===== src/common/wecu_pkg.sv =====
// constants and types shared by the wake and event capture unit
package wecu_pkg;

    // -------------------------------------------------------------
    // register access
    // -------------------------------------------------------------
    localparam int ADDR_W = 7;
    localparam int DATA_W = 8;
    localparam logic [6:0] ADDR_WAKE_LEVEL = 7'h4b;
    localparam logic [6:0] ADDR_GLOBAL = 7'h60;
    // group status registers sit at this base plus group index
    localparam logic [6:0] ADDR_STATUS_BASE = 7'h61;
    // capture enable registers sit at this base plus group index
    localparam logic [6:0] ADDR_ENABLE_BASE = 7'h4c;
    localparam int NUM_GROUPS = 4;

    // group index: system, supply, transceiver, local wake
    localparam int GRP_SYS = 0;
    localparam int GRP_SUP = 1;
    localparam int GRP_TRX = 2;
    localparam int GRP_WAKE = 3;

    // -------------------------------------------------------------
    // field positions
    // -------------------------------------------------------------
    localparam int LEVEL_BIT = 1;
    localparam int SYS_WATCHDOG_BIT = 0;
    localparam int SYS_SERIAL_BIT = 1;
    localparam int SYS_OVERTEMP_BIT = 2;
    localparam int SYS_POWER_ON_BIT = 4;
    localparam int SUP_MCU_UNDER_BIT = 0;
    localparam int SUP_UNDER_BIT = 1;
    localparam int SUP_OVER_BIT = 2;
    localparam int TRX_CAN_WAKE_BIT = 0;
    localparam int TRX_FAILURE_BIT = 1;
    localparam int TRX_SILENCE_BIT = 4;
    localparam int TRX_PN_ERROR_BIT = 5;
    localparam int WAKE_FALL_BIT = 0;
    localparam int WAKE_RISE_BIT = 1;

    // -------------------------------------------------------------
    // masks and reset values, index 3 first
    // -------------------------------------------------------------
    localparam logic [3:0][7:0] VALID_MASK = {8'h03, 8'h33, 8'h07, 8'h17};
    localparam logic [3:0][7:0] ALWAYS_MASK = {8'h00, 8'h20, 8'h00, 8'h11};
    localparam logic [3:0][7:0] REGULAR_MASK = {8'h03, 8'h01, 8'h00, 8'h00};
    localparam logic [3:0][7:0] STATUS_RST = {8'h00, 8'h00, 8'h00, 8'h10};
    localparam logic [3:0][7:0] ENABLE_RST = {8'h00, 8'h00, 8'h00, 8'h00};

    // -------------------------------------------------------------
    // mode control and timing
    // -------------------------------------------------------------
    localparam logic [2:0] MODE_CODE_SLEEP = 3'h1;
    localparam int TIMER_W = 16;
    localparam int DEFAULT_EVENT_DELAY_CYCLES = 500;
    localparam int SYNC_STAGES = 3;

    typedef enum logic [2:0] {
        WECU_MODE_NORMAL,
        WECU_MODE_STANDBY,
        WECU_MODE_SLEEP,
        WECU_MODE_RESET,
        WECU_MODE_OVERTEMP,
        WECU_MODE_OFF
    } wecu_mode_e;

endpackage


===== src/core/wecu_top.sv =====
// wake and interrupt event capture unit
// Behaviour
// - rising or falling wake pin edge raises a wake event when its edge enable set
// - level register bit 1 shows wake pin level, other bits read zero
// - level valid in normal mode, elsewhere only with an edge enable set
// - power-on, watchdog and frame error events are always captured
// - all other events come up disabled; can and sensor supply events share the over and under enable bits
// - an event with its enable set sets its status bit
// - transceiver offline with mcu supply on: pending event pulls receive pin low
// - enabled event in sleep turns mcu supply on, via reset into standby
// - global status shows which event group has pending bits
// - writing 1 clears a status bit, 0 leaves it, many per write
// - clearing any set bit releases receive pin and starts the delay timer
// - events during delay still set bits; pending at expiry pulls pin low
// - all cleared before expiry leaves the receive pin high
// - status and enable registers readable at any time
// - delay timer stops at once on reset output falling edge
// - reset output low in reset, sleep, overtemp and off modes
// - entering sleep signals any pending event on the receive pin
// - can wake and wake edges are regular events, the rest diagnostic
// - sleep request with all regular events disabled triggers a system reset
// - sleep command with any event pending goes straight to reset mode
// - sleep disable bit set: sleep command raises serial failure, mode unchanged
// - each global group bit reads 1 while its group has a pending bit
`timescale 1ns/1ps
module wecu_top #(
    parameter int EVENT_DELAY_CYCLES = wecu_pkg::DEFAULT_EVENT_DELAY_CYCLES
) (
    // clock and reset
    input wire logic ref_clk,
    input wire logic rst_b,
    // register port
    input wire logic [wecu_pkg::ADDR_W-1:0] reg_addr,
    input wire logic reg_wr_en,
    input wire logic reg_rd_en,
    input wire logic [wecu_pkg::DATA_W-1:0] reg_wdata,
    output logic [wecu_pkg::DATA_W-1:0] reg_rdata,
    // device state
    input wire wecu_pkg::wecu_mode_e sys_mode,
    input wire logic can_offline,
    input wire logic sleep_disable_bit,
    // mode commands
    input wire logic mode_cmd_valid,
    input wire logic [2:0] mode_code,
    // event sources, one-cycle pulses
    input wire logic power_on_event,
    input wire logic overtemp_warning_event,
    input wire logic serial_failure_event,
    input wire logic watchdog_failure_event,
    input wire logic can_supply_over_event,
    input wire logic sensor_supply_over_event,
    input wire logic can_supply_under_event,
    input wire logic sensor_supply_under_event,
    input wire logic mcu_supply_under_event,
    input wire logic can_bus_wakeup_event,
    input wire logic partial_net_frame_error,
    input wire logic bus_silence_event,
    input wire logic transceiver_failure_event,
    // local wake pin
    input wire logic wake_pin,
    // outputs to pins and mode control
    output logic rxd_force_low,
    output logic reset_output_n,
    output logic mode_sleep_go,
    output logic mode_reset_go,
    output logic wake_supply_on
);

    // -------------------------------------------------------------
    // elaboration checks
    // -------------------------------------------------------------
    // delay as cycles
    if (EVENT_DELAY_CYCLES < 1 || EVENT_DELAY_CYCLES >= (1 << wecu_pkg::TIMER_W)) begin : g_chk
        $error("event delay out of range");
    end
    localparam logic [wecu_pkg::TIMER_W-1:0] DELAY_LOAD = wecu_pkg::TIMER_W'(EVENT_DELAY_CYCLES);
    logic wake_level;
    logic local_rise_event;
    logic local_fall_event;
    logic [3:0][7:0] status_reg;
    logic [3:0][7:0] status_next;
    logic [3:0][7:0] enable_reg;
    logic [3:0][7:0] enable_next;
    logic [3:0][7:0] enable_eff;
    logic [3:0][7:0] event_raw;
    logic [3:0][7:0] event_cap;
    logic [3:0][7:0] clear_mask;
    logic [3:0] group_pending;
    logic [wecu_pkg::TIMER_W-1:0] timer_reg;
    logic [wecu_pkg::TIMER_W-1:0] timer_next;
    logic [7:0] rdata_reg;
    logic [7:0] rdata_next;
    logic rxd_reg, rxd_next;
    logic reset_output_n_reg, reset_output_n_next;
    logic sleep_go_reg, sleep_go_next;
    logic reset_go_reg, reset_go_next;
    logic supply_on_reg, supply_on_next;
    logic clear_any, pending, pending_next, sleep_cmd, regular_enabled, mcu_on;

    // -------------------------------------------------------------
    // wake pin front end
    // -------------------------------------------------------------
    wecu_wake_sync u_wake_sync (
        .ref_clk(ref_clk),
        .rst_b(rst_b),
        .wake_pin(wake_pin),
        .level(wake_level),
        .rise_pulse(local_rise_event),
        .fall_pulse(local_fall_event)
    );

    // -------------------------------------------------------------
    // event gathering
    // -------------------------------------------------------------
    // sleep command decode; a sleep refused by the disable bit counts as serial failure
    assign sleep_cmd = mode_cmd_valid && (mode_code == wecu_pkg::MODE_CODE_SLEEP);
    assign mcu_on = (sys_mode == wecu_pkg::WECU_MODE_NORMAL) ||
                    (sys_mode == wecu_pkg::WECU_MODE_STANDBY);

    always_comb begin
        event_raw = '0;
        event_raw[wecu_pkg::GRP_SYS][wecu_pkg::SYS_POWER_ON_BIT] = power_on_event;
        event_raw[wecu_pkg::GRP_SYS][wecu_pkg::SYS_OVERTEMP_BIT] = overtemp_warning_event;
        event_raw[wecu_pkg::GRP_SYS][wecu_pkg::SYS_SERIAL_BIT] =
            serial_failure_event | (sleep_cmd & sleep_disable_bit);
        event_raw[wecu_pkg::GRP_SYS][wecu_pkg::SYS_WATCHDOG_BIT] = watchdog_failure_event;
        event_raw[wecu_pkg::GRP_SUP][wecu_pkg::SUP_OVER_BIT] =
            can_supply_over_event | sensor_supply_over_event;
        event_raw[wecu_pkg::GRP_SUP][wecu_pkg::SUP_UNDER_BIT] =
            can_supply_under_event | sensor_supply_under_event;
        event_raw[wecu_pkg::GRP_SUP][wecu_pkg::SUP_MCU_UNDER_BIT] = mcu_supply_under_event;
        event_raw[wecu_pkg::GRP_TRX][wecu_pkg::TRX_CAN_WAKE_BIT] = can_bus_wakeup_event;
        event_raw[wecu_pkg::GRP_TRX][wecu_pkg::TRX_FAILURE_BIT] = transceiver_failure_event;
        event_raw[wecu_pkg::GRP_TRX][wecu_pkg::TRX_SILENCE_BIT] = bus_silence_event;
        event_raw[wecu_pkg::GRP_TRX][wecu_pkg::TRX_PN_ERROR_BIT] = partial_net_frame_error;
        event_raw[wecu_pkg::GRP_WAKE][wecu_pkg::WAKE_RISE_BIT] = local_rise_event;
        event_raw[wecu_pkg::GRP_WAKE][wecu_pkg::WAKE_FALL_BIT] = local_fall_event;
    end

    // -------------------------------------------------------------
    // status and enable bits
    // -------------------------------------------------------------
    // per-bit capture: a set in the clearing cycle wins, so no event is lost
    for (genvar g = 0; g < wecu_pkg::NUM_GROUPS; g++) begin : g_grp
        assign clear_mask[g] = (reg_wr_en && reg_addr == wecu_pkg::ADDR_STATUS_BASE +
                                wecu_pkg::ADDR_W'(g)) ? reg_wdata : 8'h00;
        assign enable_next[g] = (reg_wr_en && reg_addr == wecu_pkg::ADDR_ENABLE_BASE +
                                 wecu_pkg::ADDR_W'(g)) ?
                                (reg_wdata & wecu_pkg::VALID_MASK[g]) : enable_reg[g];
        assign enable_eff[g] = enable_reg[g] | wecu_pkg::ALWAYS_MASK[g];
        for (genvar b = 0; b < 8; b++) begin : g_bit
            assign event_cap[g][b] = event_raw[g][b] & enable_eff[g][b];
            assign status_next[g][b] = wecu_pkg::VALID_MASK[g][b] &
                (event_cap[g][b] | (status_reg[g][b] & ~clear_mask[g][b]));
        end
        assign group_pending[g] = |status_reg[g];
    end

    // a clear counts only if it drops a set bit
    assign clear_any = |(status_reg & clear_mask);
    assign pending = |group_pending;
    assign pending_next = |status_next;
    // regular events are can wake and wake edges
    assign regular_enabled = |(enable_reg & wecu_pkg::REGULAR_MASK);

    // status and enables; enables come up cleared
    always_ff @(posedge ref_clk or negedge rst_b) begin
        if (!rst_b) begin
            status_reg <= wecu_pkg::STATUS_RST;
            enable_reg <= wecu_pkg::ENABLE_RST;
        end else begin
            status_reg <= status_next;
            enable_reg <= enable_next;
        end
    end

    // -------------------------------------------------------------
    // delay timer, receive pin and mode control
    // -------------------------------------------------------------
    always_comb begin
        // only normal and standby keep reset output high
        reset_output_n_next = mcu_on;
        // counts down to zero and rests there
        timer_next = (timer_reg != '0) ? timer_reg - 1'b1 : timer_reg;
        if (clear_any) begin
            timer_next = DELAY_LOAD;
        end
        // reset output fall stops the timer
        if (reset_output_n_reg && !reset_output_n_next) begin
            timer_next = '0;
        end
        // low again at expiry when pending
        rxd_next = pending_next && (timer_next == '0) &&
                   ((can_offline && mcu_on) || sys_mode == wecu_pkg::WECU_MODE_SLEEP);
        // enabled event in sleep wakes the supply
        supply_on_next = (sys_mode == wecu_pkg::WECU_MODE_SLEEP) && (|event_cap);
        sleep_go_next = 1'b0;
        reset_go_next = 1'b0;
        // refusal order: disabled sleep, pending events, no regular wake source
        if (sleep_cmd && !sleep_disable_bit) begin
            reset_go_next = pending || !regular_enabled;
            sleep_go_next = !reset_go_next;
        end
    end

    always_ff @(posedge ref_clk or negedge rst_b) begin
        if (!rst_b) begin
            timer_reg <= '0;
            rxd_reg <= 1'b0;
            reset_output_n_reg <= 1'b0;
            sleep_go_reg <= 1'b0;
            reset_go_reg <= 1'b0;
            supply_on_reg <= 1'b0;
        end else begin
            timer_reg <= timer_next;
            rxd_reg <= rxd_next;
            reset_output_n_reg <= reset_output_n_next;
            sleep_go_reg <= sleep_go_next;
            reset_go_reg <= reset_go_next;
            supply_on_reg <= supply_on_next;
        end
    end

    // -------------------------------------------------------------
    // register read
    // -------------------------------------------------------------
    // reads never wait on the timer
    always_comb begin
        rdata_next = rdata_reg;
        if (reg_rd_en) begin
            rdata_next = 8'h00;
            if (reg_addr == wecu_pkg::ADDR_WAKE_LEVEL) begin
                rdata_next[wecu_pkg::LEVEL_BIT] = wake_level &&
                    (sys_mode == wecu_pkg::WECU_MODE_NORMAL ||
                     |enable_reg[wecu_pkg::GRP_WAKE]);
            end else if (reg_addr == wecu_pkg::ADDR_GLOBAL) begin
                rdata_next = {4'h0, group_pending};
            end
            for (int g = 0; g < wecu_pkg::NUM_GROUPS; g++) begin
                if (reg_addr == wecu_pkg::ADDR_STATUS_BASE + wecu_pkg::ADDR_W'(g)) begin
                    rdata_next = status_reg[g];
                end
                if (reg_addr == wecu_pkg::ADDR_ENABLE_BASE + wecu_pkg::ADDR_W'(g)) begin
                    rdata_next = enable_reg[g];
                end
            end
        end
    end

    always_ff @(posedge ref_clk or negedge rst_b) begin
        if (!rst_b) begin
            rdata_reg <= 8'h00;
        end else begin
            rdata_reg <= rdata_next;
        end
    end

    assign reg_rdata = rdata_reg;
    assign rxd_force_low = rxd_reg;
    assign reset_output_n = reset_output_n_reg;
    assign mode_sleep_go = sleep_go_reg;
    assign mode_reset_go = reset_go_reg;
    assign wake_supply_on = supply_on_reg;
endmodule


===== src/core/wecu_wake_sync.sv =====
// local wake pin synchroniser, level filter and edge detector
`timescale 1ns/1ps
module wecu_wake_sync (
    // clock and reset
    input wire logic ref_clk,
    input wire logic rst_b,
    // raw pin
    input wire logic wake_pin,
    // filtered level and edge pulses
    output logic level,
    output logic rise_pulse,
    output logic fall_pulse
);

    logic [wecu_pkg::SYNC_STAGES-1:0] sync_reg;
    logic [wecu_pkg::SYNC_STAGES-1:0] sync_next;
    logic level_reg;
    logic level_next;
    logic rise_reg;
    logic rise_next;
    logic fall_reg;
    logic fall_next;

    // -------------------------------------------------------------
    // synchroniser and filter
    // -------------------------------------------------------------
    // first stage feeds only the second; the level moves once stages two and three agree
    always_comb begin
        sync_next = {sync_reg[wecu_pkg::SYNC_STAGES-2:0], wake_pin};
        level_next = level_reg;
        if (sync_reg[1] == sync_reg[2]) begin
            level_next = sync_reg[2];
        end
        rise_next = level_next & ~level_reg;
        fall_next = ~level_next & level_reg;
    end

    always_ff @(posedge ref_clk or negedge rst_b) begin
        if (!rst_b) begin
            sync_reg <= '0;
            level_reg <= 1'b0;
            rise_reg <= 1'b0;
            fall_reg <= 1'b0;
        end else begin
            sync_reg <= sync_next;
            level_reg <= level_next;
            rise_reg <= rise_next;
            fall_reg <= fall_next;
        end
    end

    assign level = level_reg;
    assign rise_pulse = rise_reg;
    assign fall_pulse = fall_reg;

endmodule


===== config.mk =====
export PLATFORM = sky130hd
export DESIGN_NAME = wecu_top
export DESIGN_NICKNAME = d
export VERILOG_FILES = /design/src/common/wecu_pkg.sv /design/src/core/wecu_top.sv /design/src/core/wecu_wake_sync.sv
export SDC_FILE = /design/constraint.sdc
export NUM_CORES = 1
export LEC_CHECK = 0
export ABC_AREA = 0
export CORE_MARGIN = 10
export CORE_UTILIZATION = 63
export CTS_CLUSTER_DIAMETER = 100
export CTS_CLUSTER_SIZE = 16
export DETAILED_ROUTE_END_ITERATION = 16
export DONT_BUFFER_PORTS = 1
export GPL_TIMING_DRIVEN = 0
export PLACE_DENSITY = 0.79
export RECOVER_POWER = 100
export SLEW_MARGIN = 20
export SYNTH_ARGS = -nofsm -noshare
export SYNTH_HDL_FRONTEND = slang
export SYNTH_SLANG_ARGS = --single-unit

===== constraint.sdc =====
create_clock -name ref_clk -period 2.65 [get_ports ref_clk]
set_clock_uncertainty 0.2 [all_clocks]
set_input_delay 0.53 -clock ref_clk [delete_from_list [all_inputs] [get_ports ref_clk]]
set_output_delay 0.53 -clock ref_clk [all_outputs]
set_load 0.005 [all_outputs]

==> results of run 1 <==
-- placed cells by master (no fill, tap or decap), drive strengths merged, types with 5 or more instances in the layout --
cell type   n
nand3      14
o21ai      25
a21oi      18
xnor2       7
nor2       29
clkbuf     22
buf        13
dfrtp      58
and3        5
a31oi       7
xor2        5
inv        12
nand2      43
a21o        5
nor4       12
mux2        5
nor3       11
-- area by class of cell --
cell class / count / area [µm²] / share of cell area, %
timing repair buffer: 7 / 52.6 / 1.43
clock buffer: 13 / 169 / 4.59
inverter: 11 / 41.3 / 1.12
tap: 70 / 87.6 / 2.38
clock inverter: 3 / 43.8 / 1.19
sequential: 59 / 1480 / 40.2
multi-input combinational: 266 / 1730 / 47.1
buffer: 16 / 72.6 / 1.97
-- synthesized netlist by cell type (all sizes together), types with 2 or more instances --
cell type and number:
a31oi 7, and3 5, mux2i 4, nand2 43, nor2b 2, o221ai 2
o41ai 2, o211ai 3, nor4b 2, nand4 3, buf 8, a211oi 4
o21ai 25, nand3 14, xnor2 7, xor2 5, clkbuf 9, ha 2
a22oi 3, nor4bb 2, and2 2, nand2b 4, a41oi 3, a221oi 2
a21oi 18, nand4b 4, nor4 12, o2bb2ai 3, nor3 11, nor2 29
inv 11, nor3b 3, mux2 5, or2 3, or4 4, o22ai 3
a21o 5, o31ai 4, a311oi 2, dfrtp 58
-- where the power goes --
part	switching (mW)	leakage, nW	internal, mW
clock network	0.368	0.110	0.514
registers	0.293	0.737	1.09
logic	0.568	0.685	0.474
total	1.23	1.53	2.08
-- routing by layer --
metal  vias up  wire length [µm]
met2       198              4280
met1      1439              3990
li1       1335                 -
met3        22              1010
met5         -                 0
met4         0               174
-- worst max-delay path: stages --
cell	delay, ns
buf_2	0.20
buf_2	0.26
nand4b_1	0.25
nor2_1	0.25
a31oi_1	0.23
nor4_2	0.29
nand3_1	0.17
nor4_4	0.31
a2111oi_2	0.11
-- worst paths after layout --
kind,slack (ns),start,to
worst max-delay path,0.05,reg_addr[0],rxd_force_low
worst min register to register,0.16,u_wake_sync.sync_reg[0],u_wake_sync.sync_reg[1]
max in group asynchronous,0.41,rst_b,timer_reg[7]
min in group asynchronous,0.84,rst_b,reg_rdata[2]
worst min-delay path,0.03,wake_pin,u_wake_sync.sync_reg[0]
worst max register to register,0.08,timer_reg[0],rxd_force_low
-- metrics by stage --
| step | setup TNS (ns) | worst slack (ns) | area (µm²) | hold slack, ns | util [%] |
|---|---|---|---|---|---|
| detailed placement | -1.22 | -0.453 | 3360 | 0.0364 | 66.2 |
| floorplan | 0 | 0.134 | 3270 | 0.0344 | - |
| global route | 0 | 0.0112 | 3680 | 0.00470 | 72.4 |
| global placement | -0.910 | -0.422 | 3360 | 0.0361 | 66.2 |
| finish | 0 | 0.0532 | 3680 | 0.0257 | 72.4 |
| CTS | 0 | 0.0185 | 3630 | 0.0135 | 71.5 |
-- logic make-up after synthesis --
logic type | count (synthesis) | share of synthesized area (%)
adder cells (fa/ha/maj) | 2 | 0.766
other | 1 | 0.115
flip-flops | 59 | 45.2
buffers and inverters | 28 | 3.60
AO/OA/AOI/OAI | 93 | 19.7
AND/OR/NAND/NOR | 148 | 24.4
XOR/XNOR | 12 | 3.22
multiplexers | 9 | 2.95
-- repair_timing --
action / 4_1_cts / 5_1_grt
endpoints found under the setup margin: 1 / 1
gates resized for setup: 4 / 6
hold buffers: 2 / 0
endpoints found under the hold margin: 59 / 0
pin swaps: 0 / 3
setup buffers: 0 / 5
==> results.toml, run 1 <==
[run_status]
status = "finished, final reports clean"

[synth]
synth.distinct_cells = 65
synth_area_leaders = "dfrtp_1, nand2_1, o21ai_0, nor2_1, a21oi_1"
postSynthAreaPerCell_um2 = 9.28
ys.flop_type = "dfrtp_1"
ys_ff_latch = 59
synth_edf_count = 0
syn_inst = 352
synth-seq-area-share_pct = 45.2
async_reset_ff_share_pct = 100
yosys_warnings = 0
synth_area_um2 = 3270
synth_top_cell_area_share_pct = 44.4
synth_top_area_cell = "dfrtp_1"

[setup_path]
worstPathArrival_ns = 2.58
r2r_cells = 8
start_kind = "input pin"
crit_type = "input pin to register"
crit_path_end_kind = "register"
cp.required_ns = 2.64
cp_max_fo = 10

[floorplanning]
die_height_um = 92.0
initial_core_util_pct = 64.4
ios = 55
row_count = 26
die_area_um2 = 8470
core_area_um2 = 5070
die_x_um = 92.0

[clocking]
tritoncts = "built"
cts_buffers = 9
clock-sinks = 59
clkLatencyLatePin_ns = 0.34
cts-htree-levels = 3
cts.path.max_buffers = 2
root_buffer = "clkbuf_8"
clkTransAtPathRegs_ns = 0.07

[route]
wire_per_inst_um = 21.3
ant_nets = 0
vias = 2994
first_iter_violations = 325
routed_wl_mm = 9.46
vias_per_cell = 6.73
drc = 0
drtPass1Iterations = 5

[place]
post-dp-hpwl_mm = 6.88
numPortBuffers = 0
post-place-cells = 423
gp_congestion = 0.939

[layout]
largest_register_ffs = 16
drive_above_1_share_pct = 13.9
area.growth.synth_to_final_pct = 12.5
layout.nets = 414
fin_cells = 445
fillers = 392
antenna_cells = 0

[timing]
slew_headroom_pct = 4.33
worstMarginPinSlew_ns = 1.43
max_freq_mhz = 385
hold_violations = 0
finalCritPeriodShare_pct = 98.0
setup_violations = 0
post-route-min-period_ns = 2.60
rsz0062_at_grt = "no"
slew_violations = 0

[grt]
antenna_found_initial = 0
grt.busiest_layer = "met2"
met2_usage_pct = 33.1
globalRouteMet1Util_pct = 29.6
grt_max_degree = 60
grtUsageMet3_pct = 7.33
grt_pass1_wl_mm = 15.2
grt_overflow_total = 0
grt_pass1_vias = 2869
track_usage_pct = 22.5

[worst_hold_path]
hold_path.class = "input pin to register"
whs_path_depth = 0

[power]
total_power_mw = 3.31
cellPowerDensity_nw_per_um2 = 900
peakVddDrop_mv = 0.594
p_leak_nw = 1.53

[job]
maxCapViolCount = 0
Power figures use the tool's default switching activity.
==> inputs of run 2 (changes only) <==
SETUP_SLACK_MARGIN = 0.2   (was not set)
==> results.toml, run 2 (synthesis gave the netlist of run 1 again) <==
[timing]
slew_violations = 0
hold_violations = 0
setup_violations = 0
worstMarginPinSlew_ns = 1.48
max_freq_mhz = 387
finalCritPeriodShare_pct = 97.4
holdWs_ns = 0.0123
post-route-min-period_ns = 2.58
rsz0062_at_grt = "yes"
slew_headroom_pct = 1.34

[layout]
final_common_cell = "dfrtp_1"
final_util_pct = 74.4
drive_above_1_share_pct = 18.6
area.growth.synth_to_final_pct = 15.6
antenna_cells = 0
layout.nets = 426
fillers = 365
mostFrequentLayoutCells = "dfrtp_1, nand2_1, nor2_1"
largest_register_ffs = 16

[grt]
grt_max_degree = 60
grt_pass1_vias = 2978
grt_overflow_total = 0
track_usage_pct = 21.8
antenna_found_initial = 0
grt_pass1_wl_mm = 14.8

[route]
first_iter_violations = 271
drtPass1Iterations = 5
vias_per_cell = 6.62
vias = 3025
wire_per_inst_um = 21.7
routed_wl_mm = 9.92
ant_nets = 0
drc = 0

[floorplanning]
die_height_um = 92.0
die_area_um2 = 8470
row_count = 26
core_area_um2 = 5070
initial_core_util_pct = 64.4
ios = 55
die_x_um = 92.0

[setup_path]
r2r-end = "rxd_force_low"
start_kind = "register"
worstPathArrival_ns = 2.61
crit_path_end_kind = "register"
r2r_slack_ns = 0.07
r2r-start = "timer_reg[5]"
crit_type = "register to register"
cp_max_fo = 5
cp.required_ns = 2.68
worstSetupStartpoint = "timer_reg[5]"
crit_end = "rxd_force_low"
r2r_cells = 7

[power]
p_leak_nw = 1.57
peakVddDrop_mv = 0.804
cellPowerDensity_nw_per_um2 = 898
total_power_mw = 3.39

[clocking]
cts-htree-levels = 3
cts.path.max_buffers = 2
clock-sinks = 59
clkTransAtPathRegs_ns = 0.07
cts_buffers = 9
clkLatencyLatePin_ns = 0.35
tritoncts = "built"
root_buffer = "clkbuf_8"

[place]
numPortBuffers = 0
gp_congestion = 0.967
post-dp-hpwl_mm = 6.79

[job]
maxCapViolCount = 0

[run_status]
status = "finished, final reports clean"

[worst_hold_path]
hold_path.class = "input pin to register"
==> run 2: how the worst min path moves through the flow <==
stage                     cells after the start                 endpoint     start
final                                         0  u_wake_sync.sync_reg[0]  wake_pin
after CTS                                     0  u_wake_sync.sync_reg[0]  wake_pin
after floorplan                               0           enable_eff[10]     rst_b
after global routing                          0  u_wake_sync.sync_reg[0]  wake_pin
after global placement                        0             reg_rdata[1]     rst_b
after detailed placement                      0             reg_rdata[1]     rst_b
==> run 2: repair_timing <==
action | CTS | global route
pin swaps | 2 | 10
endpoints found under the setup margin | 2 | 4
buffers inserted | 4 | 12
hold buffers | 2 | 0
gates resized for setup | 8 | 14
hold endpoints to repair | 59 | 0
==> run 2: layout make-up <==
cell class / instances / area (µm²) / area share (%)
clock inverter: 5 / 37.5 / 0.994
buffer: 17 / 80.1 / 2.12
sequential: 59 / 1480 / 39.2
timing repair buffer: 18 / 135 / 3.58
tap: 70 / 87.6 / 2.32
multi-input combinational: 266 / 1760 / 46.7
inverter: 11 / 41.3 / 1.09
clock buffer: 11 / 151 / 4.01
==> run 2: layer usage <==
metal / global-route usage (%) / up-vias / part of all wire (%)
li1: - / 1356 / -
met1: 24.9 / 1461 / 37
met2: 36.6 / 177 / 50
met3: 5.79 / 31 / 8.5
met4: 11.3 / 0 / 3.8
met5: 0 / - / 0
==> run 2: stage by stage <==
step / cell area [µm²] / setup WS [ns] / std cells / setup TNS [ns]
6_report: 3780 / 0.0690 / 457 / 0
3_5_place_dp: 3370 / -0.246 / 423 / -1.15
3_3_place_gp: 3370 / -0.310 / 423 / -1.80
5_1_grt: 3780 / -0.0263 / 457 / -0.0263
4_1_cts: 3670 / 0.115 / 445 / 0
2_1_floorplan: 3280 / 0.218 / 353 / 0
==> run 2: worst max-delay path, cell delays in order, from the launching register on <==
cell	delay (ns)
dfrtp_1	0.41
or4_4	0.55
a41oi_4	0.28
nand2_4	0.11
o31ai_2	0.25
and3b_1	0.24
a31oi_1	0.11
a2111oi_2	0.31
==> run 2: power by group <==
part | switching [mW] | leakage, nW | total [mW] | internal [mW]
logic | 0.691 | 0.744 | 1.27 | 0.576
registers | 0.262 | 0.736 | 1.35 | 1.09
clock network | 0.379 | 0.0915 | 0.770 | 0.391
total | 1.33 | 1.57 | 3.39 | 2.06
